**src/rtl/ssw_pkg.sv**
```systemverilog
// Shared constants and types for the supply supervisor and watchdog.
package ssw_pkg;
    // Core clock period in nanoseconds (10 MHz).
    localparam longint CLK_PERIOD_NS = 100;
    // Reset hold after supply recovery, standard and long variants, in nanoseconds.
    localparam longint HOLD_SHORT_NS = 50_000_000;
    localparam longint HOLD_LONG_NS  = 200_000_000;
    // Watchdog timeout with the internal timebase, in nanoseconds.
    localparam longint WD_TIMEOUT_NS = 1_600_000_000;
    // Cycle counts derived from the times; least times round up.
    localparam int HOLD_SHORT_CYC = int'((HOLD_SHORT_NS + CLK_PERIOD_NS - 1) / CLK_PERIOD_NS);
    localparam int HOLD_LONG_CYC  = int'((HOLD_LONG_NS + CLK_PERIOD_NS - 1) / CLK_PERIOD_NS);
    localparam int WD_TIMEOUT_CYC = int'((WD_TIMEOUT_NS + CLK_PERIOD_NS - 1) / CLK_PERIOD_NS);
    // Width of the tick counters; holds the largest default count.
    localparam int CNT_W = 25;
    // Timebase select level that picks the internal oscillator.
    localparam logic SEL_INTERNAL = 1'h1;
    // Watchdog states.
    typedef enum logic [1:0]
    {
        WD_OFF = 2'b00,
        WD_RUN = 2'b01
    } ssw_wd_state_t;
endpackage

```
**src/rtl/ssw_tick_if.sv**
```systemverilog
// Timebase carrier between the supervisor core and its tick generator.
`timescale 1ns/1ps
interface ssw_tick_if;
    logic select; // High picks the internal oscillator.
    logic tick;   // One-cycle timebase step.
    modport src (input select, output tick);
    modport snk (output select, input tick);
endinterface // ssw_tick_if

```
**src/rtl/ssw_supervisor.sv**
```systemverilog
// Supply supervisor with reset hold, power-fail warning, RAM gating and watchdog.
// Summary of operation
// RULE_01: Reset held low while supply is low.
// RULE_02: Reset stays low for hold time after recovery.
// RULE_03: Hold time counts the selected timebase.
// RULE_04: Active-high reset mirrors the active-low reset.
// RULE_05: Sense input below reference drives warning low.
// RULE_06: Good supply passes RAM chip-select through.
// RULE_07: Low supply forces RAM chip-select high.
// RULE_08: Host toggles service input within timeout.
// RULE_09: Missed service gives a reset pulse.
// RULE_10: Pulses repeat each timeout until serviced.
// RULE_11: Expired output low until next service edge.
// RULE_12: Floating service input disables the watchdog.
// RULE_13: Watchdog timeout counts the selected timebase.
// RULE_14: Backup status low unless running from battery.
// RULE_15: Battery mode forces fixed outputs, ignores inputs.
// RULE_16: Either service edge restarts the timeout.
`timescale 1ns/1ps
module ssw_supervisor
#(
    parameter int HOLD_TICKS = ssw_pkg::HOLD_SHORT_CYC, // Reset hold; HOLD_LONG_CYC for the long variant.
    parameter int WD_TICKS   = ssw_pkg::WD_TIMEOUT_CYC  // Watchdog timeout in timebase ticks.
)
(
    // Clock and reset.
    input  wire logic core_clk,
    input  wire logic srst,
    // Comparator results.
    input  wire logic supply_low,       // High while the supply is below the reset threshold.
    input  wire logic supply_sense_in,  // High while the power-fail sense input is below reference.
    input  wire logic on_battery,       // High while the battery is above the main supply.
    // Host side inputs.
    input  wire logic watchdog_service_in,
    input  wire logic watchdog_float,   // High while the service pin is left floating.
    input  wire logic ram_cs_in_n,
    // Timebase pins.
    input  wire logic timebase_in,
    input  wire logic timebase_select,
    // Outputs.
    output logic      reset_n,
    output logic      reset_out,
    output logic      early_fail_warn_n,
    output logic      ram_cs_out_n,
    output logic      watchdog_expired_n,
    output logic      backup_status_out
);
    localparam logic [ssw_pkg::CNT_W-1:0] HOLD_LOAD = ssw_pkg::CNT_W'(HOLD_TICKS);
    localparam logic [ssw_pkg::CNT_W-1:0] WD_LAST   = ssw_pkg::CNT_W'(WD_TICKS - 1);
    localparam logic [ssw_pkg::CNT_W-1:0] CNT_ZERO  = '0;

    ssw_tick_if tb (); // Timebase link to the tick generator.

    // Tick generator for both the reset hold and the watchdog.
    ssw_timebase u_timebase
    (
        .core_clk    (core_clk),
        .srst        (srst),
        .timebase_in (timebase_in),
        .tb          (tb)
    );
    assign tb.select = timebase_select;

    // State registers.
    logic [ssw_pkg::CNT_W-1:0] hold_cnt_reg;  // Remaining reset hold after supply recovery.
    logic [ssw_pkg::CNT_W-1:0] pulse_cnt_reg; // Remaining watchdog reset pulse.
    logic [ssw_pkg::CNT_W-1:0] wd_cnt_reg;    // Ticks since the last service edge or timeout.
    ssw_pkg::ssw_wd_state_t    wd_state_reg;  // Watchdog armed or off.
    logic                      svc_prev_reg;  // Previous service input level.
    logic                      expired_reg;   // Watchdog has timed out since last service.

    // Decodes.
    wire supply_bad  = supply_low | on_battery;                             // Battery mode counts as bad supply.
    wire svc_edge    = (watchdog_service_in ^ svc_prev_reg) & ~on_battery; // RULE_16 RULE_15
    wire hold_busy   = (hold_cnt_reg != CNT_ZERO);
    wire pulse_busy  = (pulse_cnt_reg != CNT_ZERO);
    wire wd_allowed  = ~watchdog_float & ~supply_bad & ~hold_busy;          // RULE_12
    // A timeout only counts while the watchdog is allowed. A pin that floats in the very cycle of expiry
    // therefore starts no pulse. A service edge in that cycle wins, because the edge is what ends expiry.
    wire wd_timeout  = (wd_state_reg == ssw_pkg::WD_RUN) & wd_allowed & ~svc_edge & tb.tick
                     & (wd_cnt_reg == WD_LAST);                             // RULE_12 RULE_16
    // The timeout joins in so that reset falls in the same cycle as the expired output.
    wire reset_next  = supply_bad | hold_busy | pulse_busy | wd_timeout;    // RULE_01 RULE_02 RULE_09

    // Output next values.
    wire reset_n_next = ~reset_next;
    wire warn_n_next  = ~(supply_sense_in | on_battery);                   // RULE_05 RULE_15
    wire cs_n_next    = supply_bad ? 1'h1 : ram_cs_in_n;                   // RULE_06 RULE_07 RULE_15
    wire wdo_n_next   = ~(expired_reg | wd_timeout) | svc_edge | ~wd_allowed; // RULE_11

    // Power-on hold: reload while the supply is bad, then count the timebase down.
    always_ff @(posedge core_clk)
    begin
        if (srst)
            hold_cnt_reg <= HOLD_LOAD;
        else if (supply_bad)
            hold_cnt_reg <= HOLD_LOAD;                     // RULE_01
        else if (hold_busy && tb.tick)
            hold_cnt_reg <= hold_cnt_reg - 1'h1;           // RULE_02 RULE_03
    end

    // Watchdog reset pulse; a running pulse completes even if service resumes.
    always_ff @(posedge core_clk)
    begin
        if (srst || supply_bad)
            pulse_cnt_reg <= CNT_ZERO;
        else if (wd_timeout)
            pulse_cnt_reg <= HOLD_LOAD;                    // RULE_09
        else if (pulse_busy && tb.tick)
            pulse_cnt_reg <= pulse_cnt_reg - 1'h1;
    end

    // Watchdog state and timeout count.
    always_ff @(posedge core_clk)
    begin
        if (srst)
        begin
            wd_state_reg <= ssw_pkg::WD_OFF;
            wd_cnt_reg   <= CNT_ZERO;
            expired_reg  <= 1'h0;
        end
        else
        begin
            case (wd_state_reg)
                ssw_pkg::WD_OFF:
                begin
                    // Disabled: the timeout count is held at zero and the expired flag is cleared.
                    wd_cnt_reg  <= CNT_ZERO;
                    expired_reg <= 1'h0;
                    if (wd_allowed)
                        wd_state_reg <= ssw_pkg::WD_RUN;
                end
                ssw_pkg::WD_RUN:
                begin
                    if (!wd_allowed)
                    begin
                        wd_state_reg <= ssw_pkg::WD_OFF;        // RULE_12
                        wd_cnt_reg   <= CNT_ZERO;
                        expired_reg  <= 1'h0;
                    end
                    else if (svc_edge)
                    begin
                        wd_cnt_reg  <= CNT_ZERO;                 // RULE_16
                        expired_reg <= 1'h0;                     // RULE_11
                    end
                    else if (wd_timeout)
                    begin
                        // Restart the count so a new pulse follows one timeout later.
                        wd_cnt_reg  <= CNT_ZERO;                 // RULE_10
                        expired_reg <= 1'h1;                     // RULE_11
                    end
                    else if (tb.tick)
                        wd_cnt_reg <= wd_cnt_reg + 1'h1;         // RULE_13
                end
                default:
                    wd_state_reg <= ssw_pkg::WD_OFF;
            endcase
        end
    end

    // Output flip-flops; every output is defined from reset on.
    always_ff @(posedge core_clk)
    begin
        if (srst)
        begin
            svc_prev_reg       <= 1'h0;
            reset_n            <= 1'h0;
            reset_out          <= 1'h1;
            early_fail_warn_n  <= 1'h1;
            ram_cs_out_n       <= 1'h1;
            watchdog_expired_n <= 1'h1;
            backup_status_out  <= 1'h0;
        end
        else
        begin
            svc_prev_reg       <= watchdog_service_in;
            reset_n            <= reset_n_next;
            reset_out          <= reset_next;                // RULE_04
            early_fail_warn_n  <= warn_n_next;
            ram_cs_out_n       <= cs_n_next;
            watchdog_expired_n <= wdo_n_next;
            backup_status_out  <= on_battery;                // RULE_14
        end
    end
endmodule // ssw_supervisor

```
**src/rtl/ssw_timebase.sv**
```systemverilog
// Timebase tick generator: internal oscillator or an external oscillator pin.
`timescale 1ns/1ps
module ssw_timebase
(
    // Clock and reset.
    input  wire logic core_clk,
    input  wire logic srst,
    // External oscillator or capacitor-set oscillator pin.
    input  wire logic timebase_in,
    // Tick towards the core.
    ssw_tick_if.src   tb
);
    // The external oscillator is free-running and unrelated to core_clk, so it is synchronised.
    logic sync1_reg; // First stage; read only by the second stage.
    logic sync2_reg; // Second stage, safe to use.
    logic prev_reg;  // Previous synchronised level for edge detection.
    wire  ext_rise;  // Rising edge of the external timebase.

    // Synchroniser and edge history.
    always_ff @(posedge core_clk)
    begin
        if (srst)
        begin
            sync1_reg <= 1'h0;
            sync2_reg <= 1'h0;
            prev_reg  <= 1'h0;
        end
        else
        begin
            sync1_reg <= timebase_in;
            sync2_reg <= sync1_reg;
            prev_reg  <= sync2_reg;
        end
    end

    assign ext_rise = sync2_reg & ~prev_reg;
    // The internal oscillator steps every core cycle; an external source steps per rising edge.
    assign tb.tick  = (tb.select == ssw_pkg::SEL_INTERNAL) ? 1'h1 : ext_rise; // RULE_03 RULE_13
endmodule // ssw_timebase

```
**config.mk**
```make
export PLATFORM = sky130hd
export DESIGN_NAME = ssw_supervisor
export DESIGN_NICKNAME = d
export VERILOG_FILES = /design/src/rtl/ssw_pkg.sv /design/src/rtl/ssw_tick_if.sv /design/src/rtl/ssw_supervisor.sv /design/src/rtl/ssw_timebase.sv
export SDC_FILE = /design/constraint.sdc
export NUM_CORES = 1
export LEC_CHECK = 0
export BUFFER_PORTS_ARGS = -buffer_cell sky130_fd_sc_hd__buf_2
export CAP_MARGIN = 20
export CORE_ASPECT_RATIO = 1.25
export CORE_MARGIN = 2
export CORE_UTILIZATION = 57
export CTS_BUF_LIST = sky130_fd_sc_hd__clkbuf_8
export CTS_CLUSTER_SIZE = 30
export DETAILED_ROUTE_END_ITERATION = 8
export GPL_ROUTABILITY_DRIVEN = 0
export PLACE_DENSITY = 0.77
export SYNTH_ARGS = -nofsm -noshare
export SYNTH_HDL_FRONTEND = slang
export SYNTH_SLANG_ARGS = --single-unit
```
**constraint.sdc**
```tcl
create_clock -name core_clk -period 4.9 [get_ports core_clk]
set_clock_uncertainty 0.1 [all_clocks]
set_input_delay 0.49 -clock core_clk [delete_from_list [all_inputs] [get_ports core_clk]]
set_output_delay 0.49 -clock core_clk [all_outputs]
set_load 0.05 [all_outputs]
```
==> results_tabular.tex <==
\begin{tabular}{lr}
\hline
Metric & Value \\
\hline
\multicolumn{2}{l}{\textbf{Critical path}} \\
Endpoint of the most critical setup path & wd\_cnt\_reg[2]\$\_SDFFE\_PP0P\_ \\
R2R depth & 9 \\
Worst setup path start & hold\_cnt\_reg[5]\$\_SDFFE\_PP1P\_ \\
Origin of the critical flop-to-flop path & hold\_cnt\_reg[5]\$\_SDFFE\_PP1P\_ \\
Top fanout value on the critical path & 23 \\
Critical path endpoint category & flip-flop \\
Setup slack of the most critical reg-to-reg path & 830 ps \\
Worst Path Arrival & 4190 ps \\
Class of the most critical setup path & flip-flop to flip-flop \\
Critical path startpoint category & flip-flop \\
CP required & 5020 ps \\
Capture instance of the worst register-to-register path & wd\_cnt\_reg[2]\$\_SDFFE\_PP0P\_ \\
\multicolumn{2}{l}{\textbf{Route}} \\
Number of nets with antenna violations after detailed routing & 0 \\
Detailed-routed wire length on met3 & 145 µm \\
Remaining routing DRC violations & 0 \\
Vias & 3592 \\
DRT Wirelength & 8.73 mm \\
Initial drt markers & 124 \\
Met2 Wirelength & 4.35 mm \\
Wire length on met1 & 4.07 mm \\
Highest metal layer with signal wires & met4 \\
Detail-routed net length per standard cell & 15.0 µm \\
DRT Pass-1 Iters & 4 \\
Number of vias per cell & 6.15 \\
\multicolumn{2}{l}{\textbf{Hold path}} \\
HP Class & primary input to flip-flop \\
\multicolumn{2}{l}{\textbf{Die}} \\
Standard-cell rows & 34 \\
Number of top-level design ports & 16 \\
Die Footprint & 7980 µm² \\
Die Y-Extent & 99.4 µm \\
Area of the core & 7020 µm² \\
Initial core utilization & 59.1\% \\
Die width & 80.3 µm \\
\multicolumn{2}{l}{\textbf{Logic synthesis}} \\
Top post-synthesis cells by area & sky130\_fd\_sc\_hd\_\_dfxtp\_1 (42\%), sky130\_fd\_sc\_hd\_\_a21oi\_1 (5.9\%), sky130\_fd\_sc\_hd\_\_or3\_1 (5.1\%) \\
Share of synthesized area occupied by flip-flops and latches & 42.0\% \\
Primary FF master, synth & sky130\_fd\_sc\_hd\_\_dfxtp\_1 \\
Post-synth ARST share & 0\% \\
Synth top area share & 42.0\% \\
Cell types with the highest counts after synthesis & sky130\_fd\_sc\_hd\_\_dfxtp\_1 (87), sky130\_fd\_sc\_hd\_\_a21oi\_1 (49), sky130\_fd\_sc\_hd\_\_nor2\_1 (36) \\
Distinct cell type count of the synthesized netlist & 50 \\
Register bit count reported by yosys & 87 \\
Cell count after synthesis & 485 \\
Largest area contributor in the synthesized netlist & sky130\_fd\_sc\_hd\_\_dfxtp\_1 \\
Most instantiated library cell after synthesis & sky130\_fd\_sc\_hd\_\_dfxtp\_1 \\
Post-Synthesis Net Count & 500 \\
Ys Warns & 0 \\
Post-synthesis cell area & 4150 µm² \\
Average cell area after synthesis & 8.55 µm² \\
Number of flops mapped to enable cells by yosys & 0 \\
\multicolumn{2}{l}{\textbf{CTS}} \\
Maximum count of clock buffers along a single path & 2 \\
Buffers inserted during post-CTS setup optimization & 0 \\
Clock slew at the register clock pins of the worst setup and hold paths & 90 ps \\
\# H-tree levels & 3 \\
Root cell of the clock tree & sky130\_fd\_sc\_hd\_\_clkbuf\_8 \\
Total clock buffers created by CTS & 9 \\
Quantity of gates resized following cts & 0 \\
CTS tree & yes \\
Source-to-sink clock delay at the later pin of the worst-skew pair & 360 ps \\
Hold buffers post-CTS & 0 \\
Clk sink count & 87 \\
\multicolumn{2}{l}{\textbf{Pwr}} \\
Peak supply drop & 0.484 mV \\
Power per standard cell area & 660 nW/µm² \\
Leakage dissipation & 1.39 nW \\
\multicolumn{2}{l}{\textbf{Timing}} \\
Total Neg Setup Slack & 0 ps \\
Highest Clock Rate & 0.246 GHz \\
Final clock period utilization by the worst path & 83.1\% \\
Worst slew slack as a fraction of its limit & 45.3\% \\
Final setup vio count & 0 \\
Pins over their slew limit & 0 \\
Slew @ Worst Pin & 819 ps \\
Shortest period the worst path allows & 4070 ps \\
Final hold violations & 0 \\
Setup repair after global routing missed its margin & false \\
\multicolumn{2}{l}{\textbf{Placed design}} \\
Placed standard-cell area & 4260 µm² \\
Half-perimeter wire length after placement & 6.06 mm \\
Port bufs & 15 \\
\multicolumn{2}{l}{\textbf{Job}} \\
Maximum capacitance violations & 0 \\
\multicolumn{2}{l}{\textbf{Global route}} \\
Number of antenna violations at the first check in global routing & 0 \\
First-pass GRT wire length & 14.7 mm \\
Total GRT Usage & 23.0\% \\
Largest net degree at the start of global routing & 44 \\
Gr ovfl total & 0 \\
Vias in the first global route & 3350 \\
\multicolumn{2}{l}{\textbf{Outcome}} \\
Run status & finished clean \\
\multicolumn{2}{l}{\textbf{Finish}} \\
Share of cells above drive strength 1 & 8.50\% \\
Nets@finish & 504 \\
Synth-to-Final Area Change & 7.76\% \\
Count of inserted antenna diode cells & 0 \\
Fin area & 4470 µm² \\
\hline
\end{tabular}
[layout by cell type, fill, tap and decap left out, types with 3 or more instances in the layout]
cell                        instances
sky130_fd_sc_hd__o21ai_0           30
sky130_fd_sc_hd__o2111ai_1          3
sky130_fd_sc_hd__o41ai_1            4
sky130_fd_sc_hd__clkbuf_8          11
sky130_fd_sc_hd__or4_1             22
sky130_fd_sc_hd__inv_1              9
sky130_fd_sc_hd__buf_2             15
sky130_fd_sc_hd__and2_1             5
sky130_fd_sc_hd__a21oi_1           49
sky130_fd_sc_hd__dfxtp_1           87
sky130_fd_sc_hd__nor4b_1            3
sky130_fd_sc_hd__nor4_1             8
sky130_fd_sc_hd__a31oi_1            3
sky130_fd_sc_hd__a211oi_1           7
sky130_fd_sc_hd__nand4_1           11
sky130_fd_sc_hd__and4_1             6
sky130_fd_sc_hd__o211ai_1           5
sky130_fd_sc_hd__or3_1             34
sky130_fd_sc_hd__o31ai_1           12
sky130_fd_sc_hd__buf_4              3
sky130_fd_sc_hd__and3_1             3
sky130_fd_sc_hd__xnor2_1           20
sky130_fd_sc_hd__nor2b_1            7
sky130_fd_sc_hd__nand3_1           12
sky130_fd_sc_hd__nor2_1            36
sky130_fd_sc_hd__xor2_1             5
sky130_fd_sc_hd__ha_1               5
sky130_fd_sc_hd__nor3_1            12
sky130_fd_sc_hd__nand3b_1           4
sky130_fd_sc_hd__nand2b_1           4
sky130_fd_sc_hd__nand2_1           25
[metal layers]
metal / track usage [%] / up-vias
met2: 39.5 / 46
li1: - / 1837
met5: 0 / -
met3: 2.27 / 16
met4: 11.2 / 0
met1: 28.4 / 1693
[logic make-up after synthesis]
logic type | Yosys count | share of synthesized area (%)
AO/OA/AOI/OAI | 131 | 19.6
AND/OR/NAND/NOR | 203 | 28.4
flip-flops | 87 | 42.0
buffers and inverters | 34 | 3.17
adder cells (fa/ha/maj) | 5 | 1.51
XOR/XNOR | 25 | 5.28
[area by class of cell]
type | instances | area, µm²
fillers | 621 | 2550
multi-input cells | 364 | 2270
flip-flops and latches | 87 | 1740
clock buffers | 11 | 151
repair buffers | 19 | 125
well taps | 90 | 113
clock inverters | 5 | 33.8
inverters | 8 | 30.0
[critical path: stages (launching register included)]
cell                       delay (ps)
sky130_fd_sc_hd__dfxtp_1          360
sky130_fd_sc_hd__or4_1            680
sky130_fd_sc_hd__or4_1            570
sky130_fd_sc_hd__nor2_1           150
sky130_fd_sc_hd__ha_1             170
sky130_fd_sc_hd__nor4b_1          240
sky130_fd_sc_hd__o211ai_1         150
sky130_fd_sc_hd__or4_1            730
sky130_fd_sc_hd__nand2_1          660
sky130_fd_sc_hd__nor2_1           110
[report_power, final]
group	switching (mW)	leakage [nW]	internal, mW
registers	0.0768	0.703	0.783
logic	0.945	0.589	0.677
clock network	0.258	0.0967	0.211
[metrics by stage]
step | power [mW] | util [%] | std cells | worst slack, ps | hold slack [ps]
floorplan | 2.18 | - | 485 | 1320 | 314
global placement | 2.43 | 60.6 | 567 | 961 | 329
detailed placement | 2.48 | 60.6 | 567 | 850 | 331
CTS | 2.95 | 63.3 | 583 | 823 | 201
global route | 3.16 | 63.7 | 584 | 529 | 213
finish | 2.95 | 63.7 | 584 | 830 | 203
[worst min-delay path by stage]
| stage | endpoint | slack (ps) | start | cells past startpoint |
|---|---|---|---|---|
| floorplan | u_timebase.sync2_reg$_SDFF_PP0_ | 310 | u_timebase.sync1_reg$_SDFF_PP0_ | 1 |
| CTS | ram_cs_out_n$_SDFF_PP1_ | 200 | ram_cs_in_n | 2 |
| detailed placement | u_timebase.sync2_reg$_SDFF_PP0_ | 330 | u_timebase.sync1_reg$_SDFF_PP0_ | 1 |
| global route | ram_cs_out_n$_SDFF_PP1_ | 210 | ram_cs_in_n | 2 |
| global placement | u_timebase.sync2_reg$_SDFF_PP0_ | 330 | u_timebase.sync1_reg$_SDFF_PP0_ | 1 |
| finish | ram_cs_out_n$_SDFF_PP1_ | 200 | ram_cs_in_n | 2 |
Note: power is estimated with default switching activity, not from simulation.
